[src/include/tsom_defines.vh]
/*
 * Constants of the test signal observation mux: register offsets, field
 * positions, reset values, selector codes and synchroniser depth.
 * Assumes inclusion by bare name from the design files.
 */
`ifndef TSOM_DEFINES_VH
`define TSOM_DEFINES_VH

`define TSOM_ADDR_W             3
`define TSOM_DATA_W             8

`define TSOM_OFF_CTRL           3'h0
`define TSOM_OFF_DIGITAL_PROBE  3'h1
`define TSOM_OFF_ANALOG_PROBE   3'h2
`define TSOM_OFF_STATUS         3'h3
`define TSOM_OFF_SNAPSHOT       3'h4

`define TSOM_CTRL_SEL_LSB       0
`define TSOM_CTRL_SEL_MSB       2
`define TSOM_CTRL_ROUTE_BIT     3

`define TSOM_RST_CTRL           4'h0
`define TSOM_RST_DIGITAL_PROBE  7'h00
`define TSOM_RST_ANALOG_PROBE   5'h00

`define TSOM_OBS_LOW            3'h0
`define TSOM_OBS_HIGH           3'h1
`define TSOM_OBS_ENVELOPE       3'h2
`define TSOM_OBS_TX_NRZ         3'h3
`define TSOM_OBS_MANCH_SUB      3'h4
`define TSOM_OBS_MANCH          3'h5

`define TSOM_DP_NONE            7'h00
`define TSOM_DP_RX_DATA         7'h74
`define TSOM_DP_RX_VALID        7'h64
`define TSOM_DP_RX_COLL         7'h54
`define TSOM_DP_SERIAL_CLK      7'h44
`define TSOM_DP_RD_SYNC         7'h35
`define TSOM_DP_WR_SYNC         7'h25
`define TSOM_DP_SYS_CLK         7'h16

`define TSOM_AP_NODES           13
`define TSOM_AP_LAST            5'h0c

`define TSOM_SYNC_STAGES        3

`endif

[src/hw/tsom_top.v]
/*
 * Test signal observation mux: routes transmit/receive views or digital
 * test signals to the serial observation pin and selects the analog probe.
 * Assumes all stream inputs are generated on clk; host strobe pins are asynchronous.
 */
// Behaviour
// - Route bit 0 shows card traffic chosen by three-bit observe select.
// - Select 0 drives low, 1 drives high, 6 and 7 reserved.
// - Select 3 shows transmit bit stream in NRZ form.
// - Select 2 shows the Miller-coded transmit envelope.
// - Select 4 shows received Manchester signal with subcarrier.
// - Select 5 shows received Manchester signal without subcarrier.
// - Route bit 1 with a non-zero probe code shows digital test signal, observe select ignored.
// - Digital test signal chosen by seven-bit probe field in own register.
// - Probe code F4h shows received bit stream.
// - Probe code E4h shows received-bit and collision valid qualifier.
// - Probe code D4h shows collision flag of current bit.
// - Probe code C4h shows internal serial clock, encoder or receiver.
// - B5h, A5h show synchronized read/write strobes; 96h shows system clock (here a half-rate toggle of it).
// - Probe code 00h falls back to the observe select output.
// - Five-bit analog probe field chooses the node on the analog test pin.
// - Analog codes 0 to C pick the listed nodes in order.
`timescale 1ns/1ns
`include "tsom_defines.vh"

module tsom_top (
	input  wire                      clk,
	input  wire                      resetn,
	input  wire [2:0]                regAddr,
	input  wire [7:0]                regWdata,
	input  wire                      regWr,
	input  wire                      regRd,
	output reg  [7:0]                regRdata,
	input  wire                      txEnvelope,
	input  wire                      txNrz,
	input  wire                      rxManchSub,
	input  wire                      rxManch,
	input  wire                      rxData,
	input  wire                      rxValid,
	input  wire                      rxColl,
	input  wire                      serialClk,
	input  wire                      hostRdN,
	input  wire                      hostWrN,
	output reg                       serialObservePin,
	output wire [`TSOM_AP_NODES-1:0] analogSwitchEn
);

	reg  [2:0] observeSelect_q;
	reg        testRouteBit_q;
	reg  [6:0] digitalProbeSelect_q;
	reg  [4:0] analogProbeSelect_q;
	reg        sysClkHalf_q;
	reg        obs_d;
	reg        testActive_d;
	wire [1:0] hostStrobeLevelN;
	wire       rdSync;
	wire       wrSync;
	wire       analogReserved;
	wire       digitalUnlisted;

	// Listed digital probe codes; every other non-zero code is a factory code.
	function isListedCode;
		input [6:0] code;
		begin
			case (code)
				`TSOM_DP_NONE, `TSOM_DP_RX_DATA, `TSOM_DP_RX_VALID, `TSOM_DP_RX_COLL,
				`TSOM_DP_SERIAL_CLK, `TSOM_DP_RD_SYNC, `TSOM_DP_WR_SYNC,
				`TSOM_DP_SYS_CLK: isListedCode = 1'b1;
				default: isListedCode = 1'b0;
			endcase
		end
	endfunction

	// Digital test signal for a probe code.
	function digitalSignal;
		input [6:0] code;
		input       dData;
		input       dValid;
		input       dColl;
		input       dSclk;
		input       dRd;
		input       dWr;
		input       dSys;
		begin
			case (code)
				`TSOM_DP_RX_DATA:    digitalSignal = dData;
				`TSOM_DP_RX_VALID:   digitalSignal = dValid;
				`TSOM_DP_RX_COLL:    digitalSignal = dColl;
				`TSOM_DP_SERIAL_CLK: digitalSignal = dSclk;
				`TSOM_DP_RD_SYNC:    digitalSignal = dRd;
				`TSOM_DP_WR_SYNC:    digitalSignal = dWr;
				`TSOM_DP_SYS_CLK:    digitalSignal = dSys;
				default:             digitalSignal = 1'b0;
			endcase
		end
	endfunction

	// Host strobe pins are asynchronous, so they pass the three-stage filter.
	tsom_sync #(
		.WIDTH   (2),
		.RST_VAL (2'b11)
	) uHostSync (
		.clk      (clk),
		.resetn   (resetn),
		.pinIn    ({hostWrN, hostRdN}),
		.levelOut (hostStrobeLevelN)
	);

	assign rdSync = ~hostStrobeLevelN[0];
	assign wrSync = ~hostStrobeLevelN[1];

	tsom_analog_sel uAnalogSel (
		.clk         (clk),
		.resetn      (resetn),
		.probeSel    (analogProbeSelect_q),
		.switchEn    (analogSwitchEn),
		.reservedSel (analogReserved)
	);

	assign digitalUnlisted = ~isListedCode(digitalProbeSelect_q);

	// Register writes.
	always @(posedge clk or negedge resetn) begin
		if (!resetn) begin
			{testRouteBit_q, observeSelect_q} <= `TSOM_RST_CTRL;
			digitalProbeSelect_q <= `TSOM_RST_DIGITAL_PROBE;
			analogProbeSelect_q  <= `TSOM_RST_ANALOG_PROBE;
		end else if (regWr) begin
			case (regAddr)
				`TSOM_OFF_CTRL: begin
					observeSelect_q <= regWdata[`TSOM_CTRL_SEL_MSB:`TSOM_CTRL_SEL_LSB];
					testRouteBit_q  <= regWdata[`TSOM_CTRL_ROUTE_BIT];
				end
				`TSOM_OFF_DIGITAL_PROBE: begin
					digitalProbeSelect_q <= regWdata[6:0];
				end
				`TSOM_OFF_ANALOG_PROBE: begin
					analogProbeSelect_q <= regWdata[4:0];
				end
				default: begin
				end
			endcase
		end
	end

	// Register reads, answered one cycle after the strobe; unmapped reads give zero.
	always @(posedge clk or negedge resetn) begin
		if (!resetn) begin
			regRdata <= 8'h00;
		end else if (regRd) begin
			case (regAddr)
				`TSOM_OFF_CTRL:
					regRdata <= {4'h0, testRouteBit_q, observeSelect_q};
				`TSOM_OFF_DIGITAL_PROBE:
					regRdata <= {1'b0, digitalProbeSelect_q};
				`TSOM_OFF_ANALOG_PROBE:
					regRdata <= {3'h0, analogProbeSelect_q};
				`TSOM_OFF_STATUS:
					regRdata <= {4'h0, digitalUnlisted, analogReserved, testActive_d,
						serialObservePin};
				`TSOM_OFF_SNAPSHOT:
					regRdata <= {rxValid, rxColl, rxData, serialClk, txEnvelope, txNrz,
						wrSync, rdSync};
				default:
					regRdata <= 8'h00;
			endcase
		end else begin
			regRdata <= 8'h00;
		end
	end

	// The system clock itself cannot leave through a flip-flop, so code 96h
	// shows a half-rate toggle that marks every rising clock edge.
	always @(posedge clk or negedge resetn) begin
		if (!resetn) begin
			sysClkHalf_q <= 1'b0;
		end else begin
			sysClkHalf_q <= ~sysClkHalf_q;
		end
	end

	// Source selection; nothing here feeds back into transmit, receive or host logic.
	always @* begin
		testActive_d = testRouteBit_q && (digitalProbeSelect_q != `TSOM_DP_NONE);
		obs_d        = 1'b0;
		if (testActive_d) begin
			obs_d = digitalSignal(digitalProbeSelect_q, rxData, rxValid, rxColl,
				serialClk, rdSync, wrSync, sysClkHalf_q);
		end else begin
			case (observeSelect_q)
				`TSOM_OBS_LOW:       obs_d = 1'b0;
				`TSOM_OBS_HIGH:      obs_d = 1'b1;
				`TSOM_OBS_ENVELOPE:  obs_d = txEnvelope;
				`TSOM_OBS_TX_NRZ:    obs_d = txNrz;
				`TSOM_OBS_MANCH_SUB: obs_d = rxManchSub;
				`TSOM_OBS_MANCH:     obs_d = rxManch;
				default:             obs_d = 1'b0;
			endcase
		end
	end

	// The pin is registered to keep it free of select glitches, at one cycle of latency.
	always @(posedge clk or negedge resetn) begin
		if (!resetn) begin
			serialObservePin <= 1'b0;
		end else begin
			serialObservePin <= obs_d;
		end
	end

endmodule

[src/hw/tsom_sync.v]
/*
 * Three-stage synchroniser with agreement filter for asynchronous pins.
 * Assumes inputs may change at any time relative to clk.
 */
`timescale 1ns/1ns
`include "tsom_defines.vh"

module tsom_sync #(
	parameter WIDTH = 2,
	parameter [WIDTH-1:0] RST_VAL = {WIDTH{1'b1}}
) (
	input  wire             clk,
	input  wire             resetn,
	input  wire [WIDTH-1:0] pinIn,
	output wire [WIDTH-1:0] levelOut
);

	genvar i;
	generate
		for (i = 0; i < WIDTH; i = i + 1) begin : gSync
			reg [`TSOM_SYNC_STAGES-1:0] stage_q;
			reg                         level_q;
			always @(posedge clk or negedge resetn) begin
				if (!resetn) begin
					stage_q <= {`TSOM_SYNC_STAGES{RST_VAL[i]}};
					level_q <= RST_VAL[i];
				end else begin
					stage_q <= {stage_q[1:0], pinIn[i]};
					// Only the second and third stages are compared, the first stays private.
					if (stage_q[1] == stage_q[2]) begin
						level_q <= stage_q[2];
					end
				end
			end
			assign levelOut[i] = level_q;
		end
	endgenerate

endmodule

[src/hw/tsom_analog_sel.v]
/*
 * Analog probe select decoder: one switch enable per internal analog node.
 * Assumes the analog switches sit outside and close while their enable is high.
 */
`timescale 1ns/1ns
`include "tsom_defines.vh"

module tsom_analog_sel (
	input  wire                      clk,
	input  wire                      resetn,
	input  wire [4:0]                probeSel,
	output reg  [`TSOM_AP_NODES-1:0] switchEn,
	output reg                       reservedSel
);

	// Registered so that switch enables never glitch while the code changes.
	always @(posedge clk or negedge resetn) begin
		if (!resetn) begin
			switchEn    <= {`TSOM_AP_NODES{1'b0}};
			reservedSel <= 1'b0;
		end else begin
			reservedSel <= (probeSel > `TSOM_AP_LAST);
			if (probeSel <= `TSOM_AP_LAST) begin
				switchEn <= {{(`TSOM_AP_NODES-1){1'b0}}, 1'b1} << probeSel;
			end else begin
				switchEn <= {`TSOM_AP_NODES{1'b0}};
			end
		end
	end

endmodule

[config.mk]
export PLATFORM = sky130hd
export DESIGN_NAME = tsom_top
export DESIGN_NICKNAME = d
export VERILOG_FILES = /design/src/hw/tsom_top.v /design/src/hw/tsom_sync.v /design/src/hw/tsom_analog_sel.v
export VERILOG_INCLUDE_DIRS = /design/src /design/src/include
export SDC_FILE = /design/constraint.sdc
export NUM_CORES = 1
export LEC_CHECK = 0
export BUFFER_PORTS_ARGS = -buffer_cell sky130_fd_sc_hd__buf_2
export CORE_MARGIN = 5
export CORE_UTILIZATION = 53
export DETAILED_ROUTE_END_ITERATION = 16
export HOLD_SLACK_MARGIN = 0.12
export PLACE_DENSITY = 0.79
export SYNTH_ARGS = -nofsm -noshare
export SYNTH_HDL_FRONTEND = slang
export SYNTH_SLANG_ARGS = --single-unit
[constraint.sdc]
create_clock -name clk -period 2 [get_ports clk]
set_input_delay 0.6 -clock clk [delete_from_list [all_inputs] [get_ports clk]]
set_output_delay 0.6 -clock clk [all_outputs]
set_load 0.02 [all_outputs]
### After elaboration in Yosys (flattened, before gate mapping)

Cells that the tools add are included.

* bits in registers: 48
* bits in read-only memories: 0
* logic and storage cells: 53
* bits in writable memories: 0
* latch bits: 0
* memories kept: 0

* muxes and demuxes: 7
* magnitude comparators: 2
* reductions and logical operators: 8
* divide/modulo/power cells: 0
* shifts and indexed selects: 1
* multipliers: 0
* $add $sub $neg: 0
* equal/unequal tests: 18
* bitwise gates (word level): 4

Operator list (count)
* $pmux 8 s5: 1
* $eq 7x7->1 const B: 4
* $eq 7x6->1 const B: 2
* $mux 13: 1
* $shl 1x5->13 const A: 1
* $eq 3x2->1 const B: 4
* $eq 3x3->1 const B: 3
* $mux 8: 1
* $reduce_or 8->1: 1
* $eq 7x5->1 const B: 1
* $logic_not 7->1: 1
* $pmux 1 s7: 1
* $reduce_bool 7->1: 1
* $eq 3x1->1 const B: 2
* $reduce_and 2->1: 3
* $gt 5x4->1 const B: 1
* $le 5x4->1 const B: 1
* $pmux 1 s5: 1
* $not 1->1: 4
* $logic_not 3->1: 1
* $eq 1x1->1: 2
* $mux 1: 2
* $logic_and 1x1->1: 1

### Depth between registers and ports, before layout

Gate-level depths: netlist (run 1).

* word-level depth: 6
* mapped depth: 6

### Hierarchy

Synthesis (run 1) repeated with hierarchy kept, for this count alone.

* cell total of the unflattened synthesis: 166
* area total of the unflattened synthesis: 2102.0 um^2

Modules (own cells, without submodules)
* tsom_top: times used 1, area each 1373.8 um^2, cells an instance 118
* tsom_analog_sel: times used 1, area each 480.5 um^2, cells an instance 36
* tsom_sync: times used 1, area each 247.7 um^2, cells an instance 12

### Worst setup path after synthesis (run 1)

No wires, ideal clock.

* kind: input to register
* from: input port regAddr[2]
* to: register digitalProbeSelect_q[0]
* buffers on the path: 0
* arrival time: 1.551 ns
* path slack: 0.324 ns
* required time: 1.875 ns
* cell stages on the path: 3
* cells stage by stage: nand2b_1 nor3b_2 mux2_2

* word-level cells in the longest chain between the ends: 2

Ends and longest elaborated chain
* start: declaration: RTL line tsom_top.v:29 `input wire [2:0] regAddr,`
* $eq 3x1->1: RTL line tsom_top.v:129 `case (regAddr)`
* $reduce_and 2->1 (no line)
* end signal: assignment: RTL line tsom_top.v:126 `` digitalProbeSelect_q <= `TSOM_RST_DIGITAL_PROBE; ``
* end signal: assignment: RTL line tsom_top.v:135 `digitalProbeSelect_q <= regWdata[6:0];`
* end: declaration: RTL line tsom_top.v:50 `reg [6:0] digitalProbeSelect_q;`

No other way between the ends.
A chain may end at the register's enable or synchronous reset.

### Worst setup path in the final report (run 1)

* from: register digitalProbeSelect_q[1]
* to: register serialObservePin

* word-level cells in the longest chain between the ends: 3

Ends and longest elaborated chain
* $eq 7x5->1, or another cell as far along: RTL line tsom_top.v:85 `case (code)`
* $pmux 1 s7 or $logic_and 1x1->1 (tied branches): RTL line tsom_top.v:85, tsom_top.v:184
* $mux 1 (*): RTL line tsom_top.v:186 `if (testActive_d) begin`
* via obs_d: RTL line tsom_top.v:53 `reg obs_d;`
* end signal: assignment: RTL line tsom_top.v:207 `serialObservePin <= obs_d;`
* end: declaration: RTL line tsom_top.v:44 `output reg serialObservePin,`

Mark *: on every way through the listed nets, which the timed path passes. The rest lies on a longest branch.

==> results.py, run 1 <==
metrics = {
    "floorplanning": {
        "die_h_um": 71.9,
        "core-area_um2": 3690,
        "start_util": 0.550,
        "die_area_um2": 5160,
        "row_count": 22,
        "die_w_um": 71.9,
        "ios": 47,
    },
    "route": {
        "viasPerCell": 5.73,
        "ant_nets": 0,
        "route.detailed.drc": 0,
        "via_count": 1523,
        "wl_per_cell_um": 16.6,
        "drtIter0Drc": 158,
        "drtPass1Iterations": 4,
        "wl_um": 4430,
    },
    "timing": {
        "finalSetupViolCount": 0,
        "max_freq_mhz": 648,
        "slew_headroom": 0.681,
        "finalClockSkew_ps": 5.31,
        "worst_slack_ps": 457,
        "worst_pin_slew_ps": 478,
        "period_minus_slack_ps": 1540,
        "slew_violations": 0,
        "hold_viol": 0,
        "finalCritPeriodShare": 0.772,
        "finalSetupTns_ps": 0,
        "rsz0062_at_grt": "no",
    },
    "final_layout": {
        "post_route_cells_drive_above_1_share": 0.376,
        "fin_area_um2": 2400,
        "area_delta_synth_final_pct": 18.6,
        "layout.nets": 242,
        "antenna_cells": 0,
        "nFillCells": 292,
    },
    "placed_design": {
        "post_dp_cell_area_um2": 2320,
        "place.gp.congestion": 0.957,
        "dp_slack_ps": 158,
        "dp_hpwl_um": 3380,
        "port-buffer-count": 45,
    },
    "setup_path": {
        "timing_worst_setup_path_type": "reg -> reg",
        "crit_path_top_delay_cell": "dfrtp_1",
        "critPathRequiredTime_ps": 2240,
        "cp-end-kind": "flop",
        "worstPathMaxFanout": 7,
        "max_stage_delay_ps": 460,
        "arrival_ps": 1780,
        "start_kind": "flop",
        "path_delay_family": "compound AO/OA/AOI/OAI gates",
        "cp_num_buf_inv": 0,
        "reg2reg_setup_slack_ps": 460,
        "worstPathCellList": "nor4bb_1 > o311ai_1 > a31oi_1 > a31o_1",
    },
    "synth": {
        "syn-num-nets": 193,
        "syn_area_um2": 2030,
        "synth_cell_types": 39,
        "syn_inst": 168,
        "synthesis.area_per_instance_um2": 12.1,
        "synth_edf_count": 0,
        "ys.flop_type": "dfrtp_1",
        "yosysSeqAreaShare": 0.597,
        "synth_warnings": 0,
        "async_flop_share": 1.00,
        "synth_seq_cells": 48,
    },
    "cts": {
        "holdBufCountCts": 0,
        "cts_tree": "done",
        "cts_buffer_depth": 2,
        "post_cts_resized": 0,
        "htree_num_levels": 2,
        "cts_made_buffers": 5,
        "root_buffer": "clkbuf_8",
        "cts_setup_buffers": 0,
        "clock-sinks": 48,
        "cts.clk_slew.worst_paths_ps": 80,
        "clk_latency_ps": 300,
    },
    "power_and_ir_drop": {
        "peakVddDrop_v": 0.000544,
        "p_leak_nw": 1.15,
        "power.density_nw_per_um2": 929,
    },
    "global_routing": {
        "grt_pass1_vias": 1530,
        "grt_remaining_overflow": 0,
        "grt_pass1_wl_um": 7390,
        "track_usage": 0.190,
        "grt_max_degree": 29,
        "antenna_found_initial": 0,
    },
    "worst_hold_path": {
        "hold_path.class": "in -> async",
    },
    "run_status": {
        "status": "finished clean",
    },
    "run": {
        "max_cap_viol_count": 0,
    },
}
-- where the power goes --
part	internal (W)	switching [W]	leakage, nW
clock	0.000250	0.000299	0.0424
sequential	0.00110	0.000144	0.600
combinational	0.000206	0.000235	0.506
total	0.00155	0.000679	1.15
-- path summary, 6_finish.rpt --
check / depth (start not counted) / from / to
max: 4 / digitalProbeSelect_q[1] / serialObservePin
min: 1 / resetn / observeSelect_q[0]
max reg2reg: 4 / digitalProbeSelect_q[1] / serialObservePin
min reg2reg: 0 / uHostSync.gSync[1].stage_q[0] / uHostSync.gSync[1].stage_q[1]
max in group asynchronous: 2 / resetn / regRdata[7]
min in group clk: 0 / uHostSync.gSync[1].stage_q[0] / uHostSync.gSync[1].stage_q[1]
-- flip-flops by register name (all words and copies together), names as in the netlist --
register                 flops
uHostSync.gSync.level_q      2
serialObservePin             1
regRdata                     8
observeSelect_q              3
uAnalogSel.reservedSel       1
analogProbeSelect_q          5
digitalProbeSelect_q         7
testRouteBit_q               1
uHostSync.gSync.stage_q      6
sysClkHalf_q                 1
uAnalogSel.switchEn         13
-- placed cells by master (no fill, tap or decap), types with 4 or more instances in the layout --
| cell | synthesis | layout |
|---|---|---|
| a22oi_1 | 7 | 7 |
| buf_2 | 2 | 45 |
| buf_4 | 1 | 4 |
| clkbuf_8 | 0 | 5 |
| dfrtp_1 | 40 | 40 |
| dfstp_2 | 8 | 8 |
| inv_1 | 7 | 7 |
| mux2_2 | 15 | 15 |
| nand2_1 | 11 | 11 |
| nand2b_1 | 5 | 5 |
| nor2_1 | 10 | 10 |
| nor2b_1 | 4 | 4 |
| nor3_1 | 8 | 8 |
| o21ai_0 | 6 | 6 |
-- metal layers --
layer,track usage,wire (µm),share of wire
met5,0,0,0
met4,0.0793,106,0.024
met3,0.0687,360,0.081
met2,0.292,2120,0.48
met1,0.243,1840,0.42
-- cell usage after synthesis, types with 2 or more instances --
cell type   n  area share
nor3b_1     2      0.0074
dfrtp_1    40        0.49
nor4_1      3      0.0093
clkbuf_1    4      0.0074
inv_1       7       0.013
a2bb2oi_1   3       0.013
nand2_1    11       0.020
mux2_2     15       0.083
o21ai_0     6       0.015
nand2b_1    5       0.015
a22oi_1     7       0.026
and3b_1     2      0.0086
maj3_1      2      0.0099
buf_2       2      0.0049
a21o_1      2      0.0074
dfstp_2     8        0.10
nor2b_1     4       0.012
nor3_1      8       0.020
a31oi_1     2      0.0062
nor3b_2     2       0.012
o22a_1      2      0.0086
mux2i_1     3       0.015
nand4_1     2      0.0062
nor2_1     10       0.019
nand3_1     2      0.0049
-- logic make-up (layout without fill, tap and decap cells) --
group,count (synthesis),in the layout,share of synthesized area
muxes,18,18,0.0981
AOI/OAI and AO/OA,30,30,0.108
adders and majority gates,2,2,0.00987
buffers and inverters,15,65,0.0345
and+or+nand+nor,55,55,0.152
DFF,48,48,0.597
-- worst reg2reg max path, stage by stage (launching register included) --
cell and delay, ps:
dfrtp_1 460, nor4bb_1 460, o311ai_1 190, a31oi_1 200
a31o_1 170
-- stage by stage --
stage                     power [W]  hold WS, ps  utilization  instances
after CTS                   0.00224          253        0.652        266
final                       0.00223          253        0.652        266
after detailed placement    0.00170          348        0.629        258
after global placement      0.00167          346        0.629        258
after global routing        0.00235          278        0.652        266
after floorplan             0.00153          304            -        168
-- area by class of cell --
cell class	count	area, µm²	share of cell area
flip-flops and latches	48	1210	0.504
multi-input cells	105	747	0.311
inverters	7	26.3	0.0109
well taps	48	60.1	0.0250
clock inverters	1	8.76	0.00364
repair buffers	50	275	0.114
clock buffers	7	76.3	0.0317
No activity file was read; power rests on OpenSTA's default activity.
==> run 2: changes to the inputs <==
--- a/config.mk
+++ b/config.mk
@@ -8,10 +8,10 @@
 export LEC_CHECK = 0
 export BUFFER_PORTS_ARGS = -buffer_cell sky130_fd_sc_hd__buf_2
 export CORE_MARGIN = 5
-export CORE_UTILIZATION = 53
+export CORE_UTILIZATION = 47
 export DETAILED_ROUTE_END_ITERATION = 16
 export HOLD_SLACK_MARGIN = 0.12
-export PLACE_DENSITY = 0.79
+export PLACE_DENSITY = 0.74
 export SYNTH_ARGS = -nofsm -noshare
 export SYNTH_HDL_FRONTEND = slang
 export SYNTH_SLANG_ARGS = --single-unit
==> constraint.sdc (replaced) <==
create_clock -name clk -period 1.3 [get_ports clk]
set_input_delay 0.39 -clock clk [delete_from_list [all_inputs] [get_ports clk]]
set_output_delay 0.39 -clock clk [all_outputs]
set_load 0.02 [all_outputs]
==> run 2 against run 1 <==
Against the previous run: sequential share of layout area decreased by 5.0 points; total power grew 67%; largest power group unchanged; the run now ends with negative setup slack left; clock skew increased by 1.3 ps; wire length up 8.2%; utilization increased by 0.30 points; sequential power up 49%; flip-flop and latch count unchanged; combinational power increased by 120%; largest cell class unchanged; design area is 11% higher; register-to-register slack got worse by 600 ps; critical path depth is the same; critical endpoint unchanged; highest routed layer unchanged; non-clock buffer count up 23.
==> results.py, run 2 (synthesized netlist as in run 1, its figures left out) <==
metrics = {
    "run_status": {
        "status": "finished with violations",
        "violations": "negative setup slack",
    },
    "floorplanning": {
        "row_count": 23,
        "core-area_um2": 4090,
        "die_h_um": 75.7,
        "die_area_um2": 5730,
        "die_w_um": 75.7,
        "start_util": 0.496,
        "ios": 47,
    },
    "setup_path": {
        "setup.worst_path.start": "digitalProbeSelect_q[4]",
        "worstPathMaxFanout": 4,
        "timing_worst_setup_path_type": "reg -> reg",
        "regToRegStartpoint": "digitalProbeSelect_q[4]",
        "crit_path_top_delay_cell": "or4b_1",
        "arrival_ps": 1690,
        "critPathRequiredTime_ps": 1550,
        "reg2reg_depth": 4,
        "max_stage_delay_ps": 460,
        "start_kind": "flop",
        "cp-end-kind": "flop",
        "worstPathCellList": "mux2i_1 > or4b_1 > a31oi_1 > a31o_1",
    },
    "timing": {
        "period_minus_slack_ps": 1440,
        "finalSetupViolCount": 3,
        "holdWs_ps": 183,
        "rsz0062_at_grt": "yes",
        "slew_violations": 0,
        "slew_headroom": 0.767,
        "worst_slack_ps": -141,
        "finalCritPeriodShare": 1.11,
        "worst_pin_slew_ps": 349,
        "finalClockSkew_ps": 6.65,
        "hold_viol": 0,
        "max_freq_mhz": 694,
    },
    "final_layout": {
        "largest_reg_flops": 13,
        "final_cell_mix": "buf_2, dfrtp_1, buf_4, nand2_1, nor2_1",
        "final_common_cell": "buf_2",
        "antenna_cells": 0,
        "top_register": "uAnalogSel.switchEn",
        "largestRegisters": "uAnalogSel.switchEn x13, regRdata x8, digitalProbeSelect_q x7",
        "area_delta_synth_final_pct": 32.0,
        "layout.nets": 265,
        "post_route_cells_drive_above_1_share": 0.456,
    },
    "run": {
        "max_cap_viol_count": 0,
    },
    "route": {
        "viasPerCell": 5.42,
        "wl_per_cell_um": 16.5,
        "drtIter0Drc": 119,
        "route.detailed.drc": 0,
        "wl_um": 4790,
        "drtPass1Iterations": 4,
        "via_count": 1577,
        "ant_nets": 0,
    },
    "power_and_ir_drop": {
        "power.density_nw_per_um2": 1400,
        "peakVddDrop_v": 0.000731,
        "p_leak_nw": 1.31,
        "power_w": 0.00373,
    },
    "global_routing": {
        "grt_pass1_wl_um": 7740,
        "grt_pass1_vias": 1548,
        "antenna_found_initial": 0,
        "grt_max_degree": 49,
        "track_usage": 0.185,
        "grt_remaining_overflow": 0,
    },
    "placed_design": {
        "place.gp.congestion": 0.838,
        "dp_hpwl_um": 3590,
        "port-buffer-count": 45,
    },
    "cts": {
        "htree_num_levels": 2,
        "clk_latency_ps": 300,
        "cts_setup_buffers": 0,
        "clock-sinks": 48,
        "cts_tree": "done",
        "cts_buffer_depth": 2,
        "cts_made_buffers": 5,
        "cts.clk_slew.worst_paths_ps": 90,
        "root_buffer": "clkbuf_8",
    },
    "worst_hold_path": {
        "hold_path.class": "in -> reg",
        "worstHoldPathCells": 1,
        "hold_start": "hostWrN",
    },
}
## run 2: power by group
group | leakage (nW) | internal, W | switching (W)
Clock | 0.0455 | 0.000435 | 0.000487
Combinational | 0.663 | 0.000489 | 0.000477
Sequential | 0.598 | 0.00169 | 0.000154
Total | 1.31 | 0.00262 | 0.00112
## run 2: through the flow
stage	setup WS, ps	util	cell area (µm²)	setup TNS [ps]	cells
floorplan	-100	-	2090	-812	168
global placement	-182	0.624	2550	-2990	282
detailed placement	-218	0.624	2550	-3270	282
CTS	-139	0.655	2680	-153	291
global route	-192	0.655	2680	-344	291
finish	-141	0.655	2680	-151	291
## run 2: area by class of cell
cell class	count	area (µm²)
timing repair buffer	73	463
inverter	7	26.3
fill	329	1410
tap	50	62.6
sequential	48	1210
clock buffer	8	90.1
multi-input combinational	105	821
## run 2: path summary, 6_finish.rpt
path | to | slack, ps
min | uHostSync.gSync[1].stage_q[0] | 180
min in group asynchronous | uAnalogSel.switchEn[3] | 590
max in group asynchronous | uHostSync.gSync[1].level_q | 430
min reg2reg | uHostSync.gSync[1].stage_q[1] | 360
max reg2reg | serialObservePin | -140
max | serialObservePin | -140
## run 2: worst max-delay path, delay by kind of cell (launching register included)
family           cells  cell delay (ps)
flip-flops           1              440
multiplexers         1              140
AND/OR/NAND/NOR      1              460
AO/OA/AOI/OAI        2              350
## run 2: what timing repair did
item                                    in CTS  in global routing
gates resized for setup                      5                  0
endpoints found under the hold margin       40                  0
hold buffers                                 1                  0
endpoints found under the setup margin       2                  3
pin swaps                                    1                  0
## run 2: per-layer routing
| metal | vias up | routed length (µm) | global-route usage |
|---|---|---|---|
| li1 | 753 | - | - |
| met5 | - | 0 | 0 |
| met1 | 770 | 2180 | 0.260 |
| met3 | 8 | 307 | 0.0501 |
| met4 | 0 | 78 | 0.0602 |
| met2 | 46 | 2220 | 0.279 |
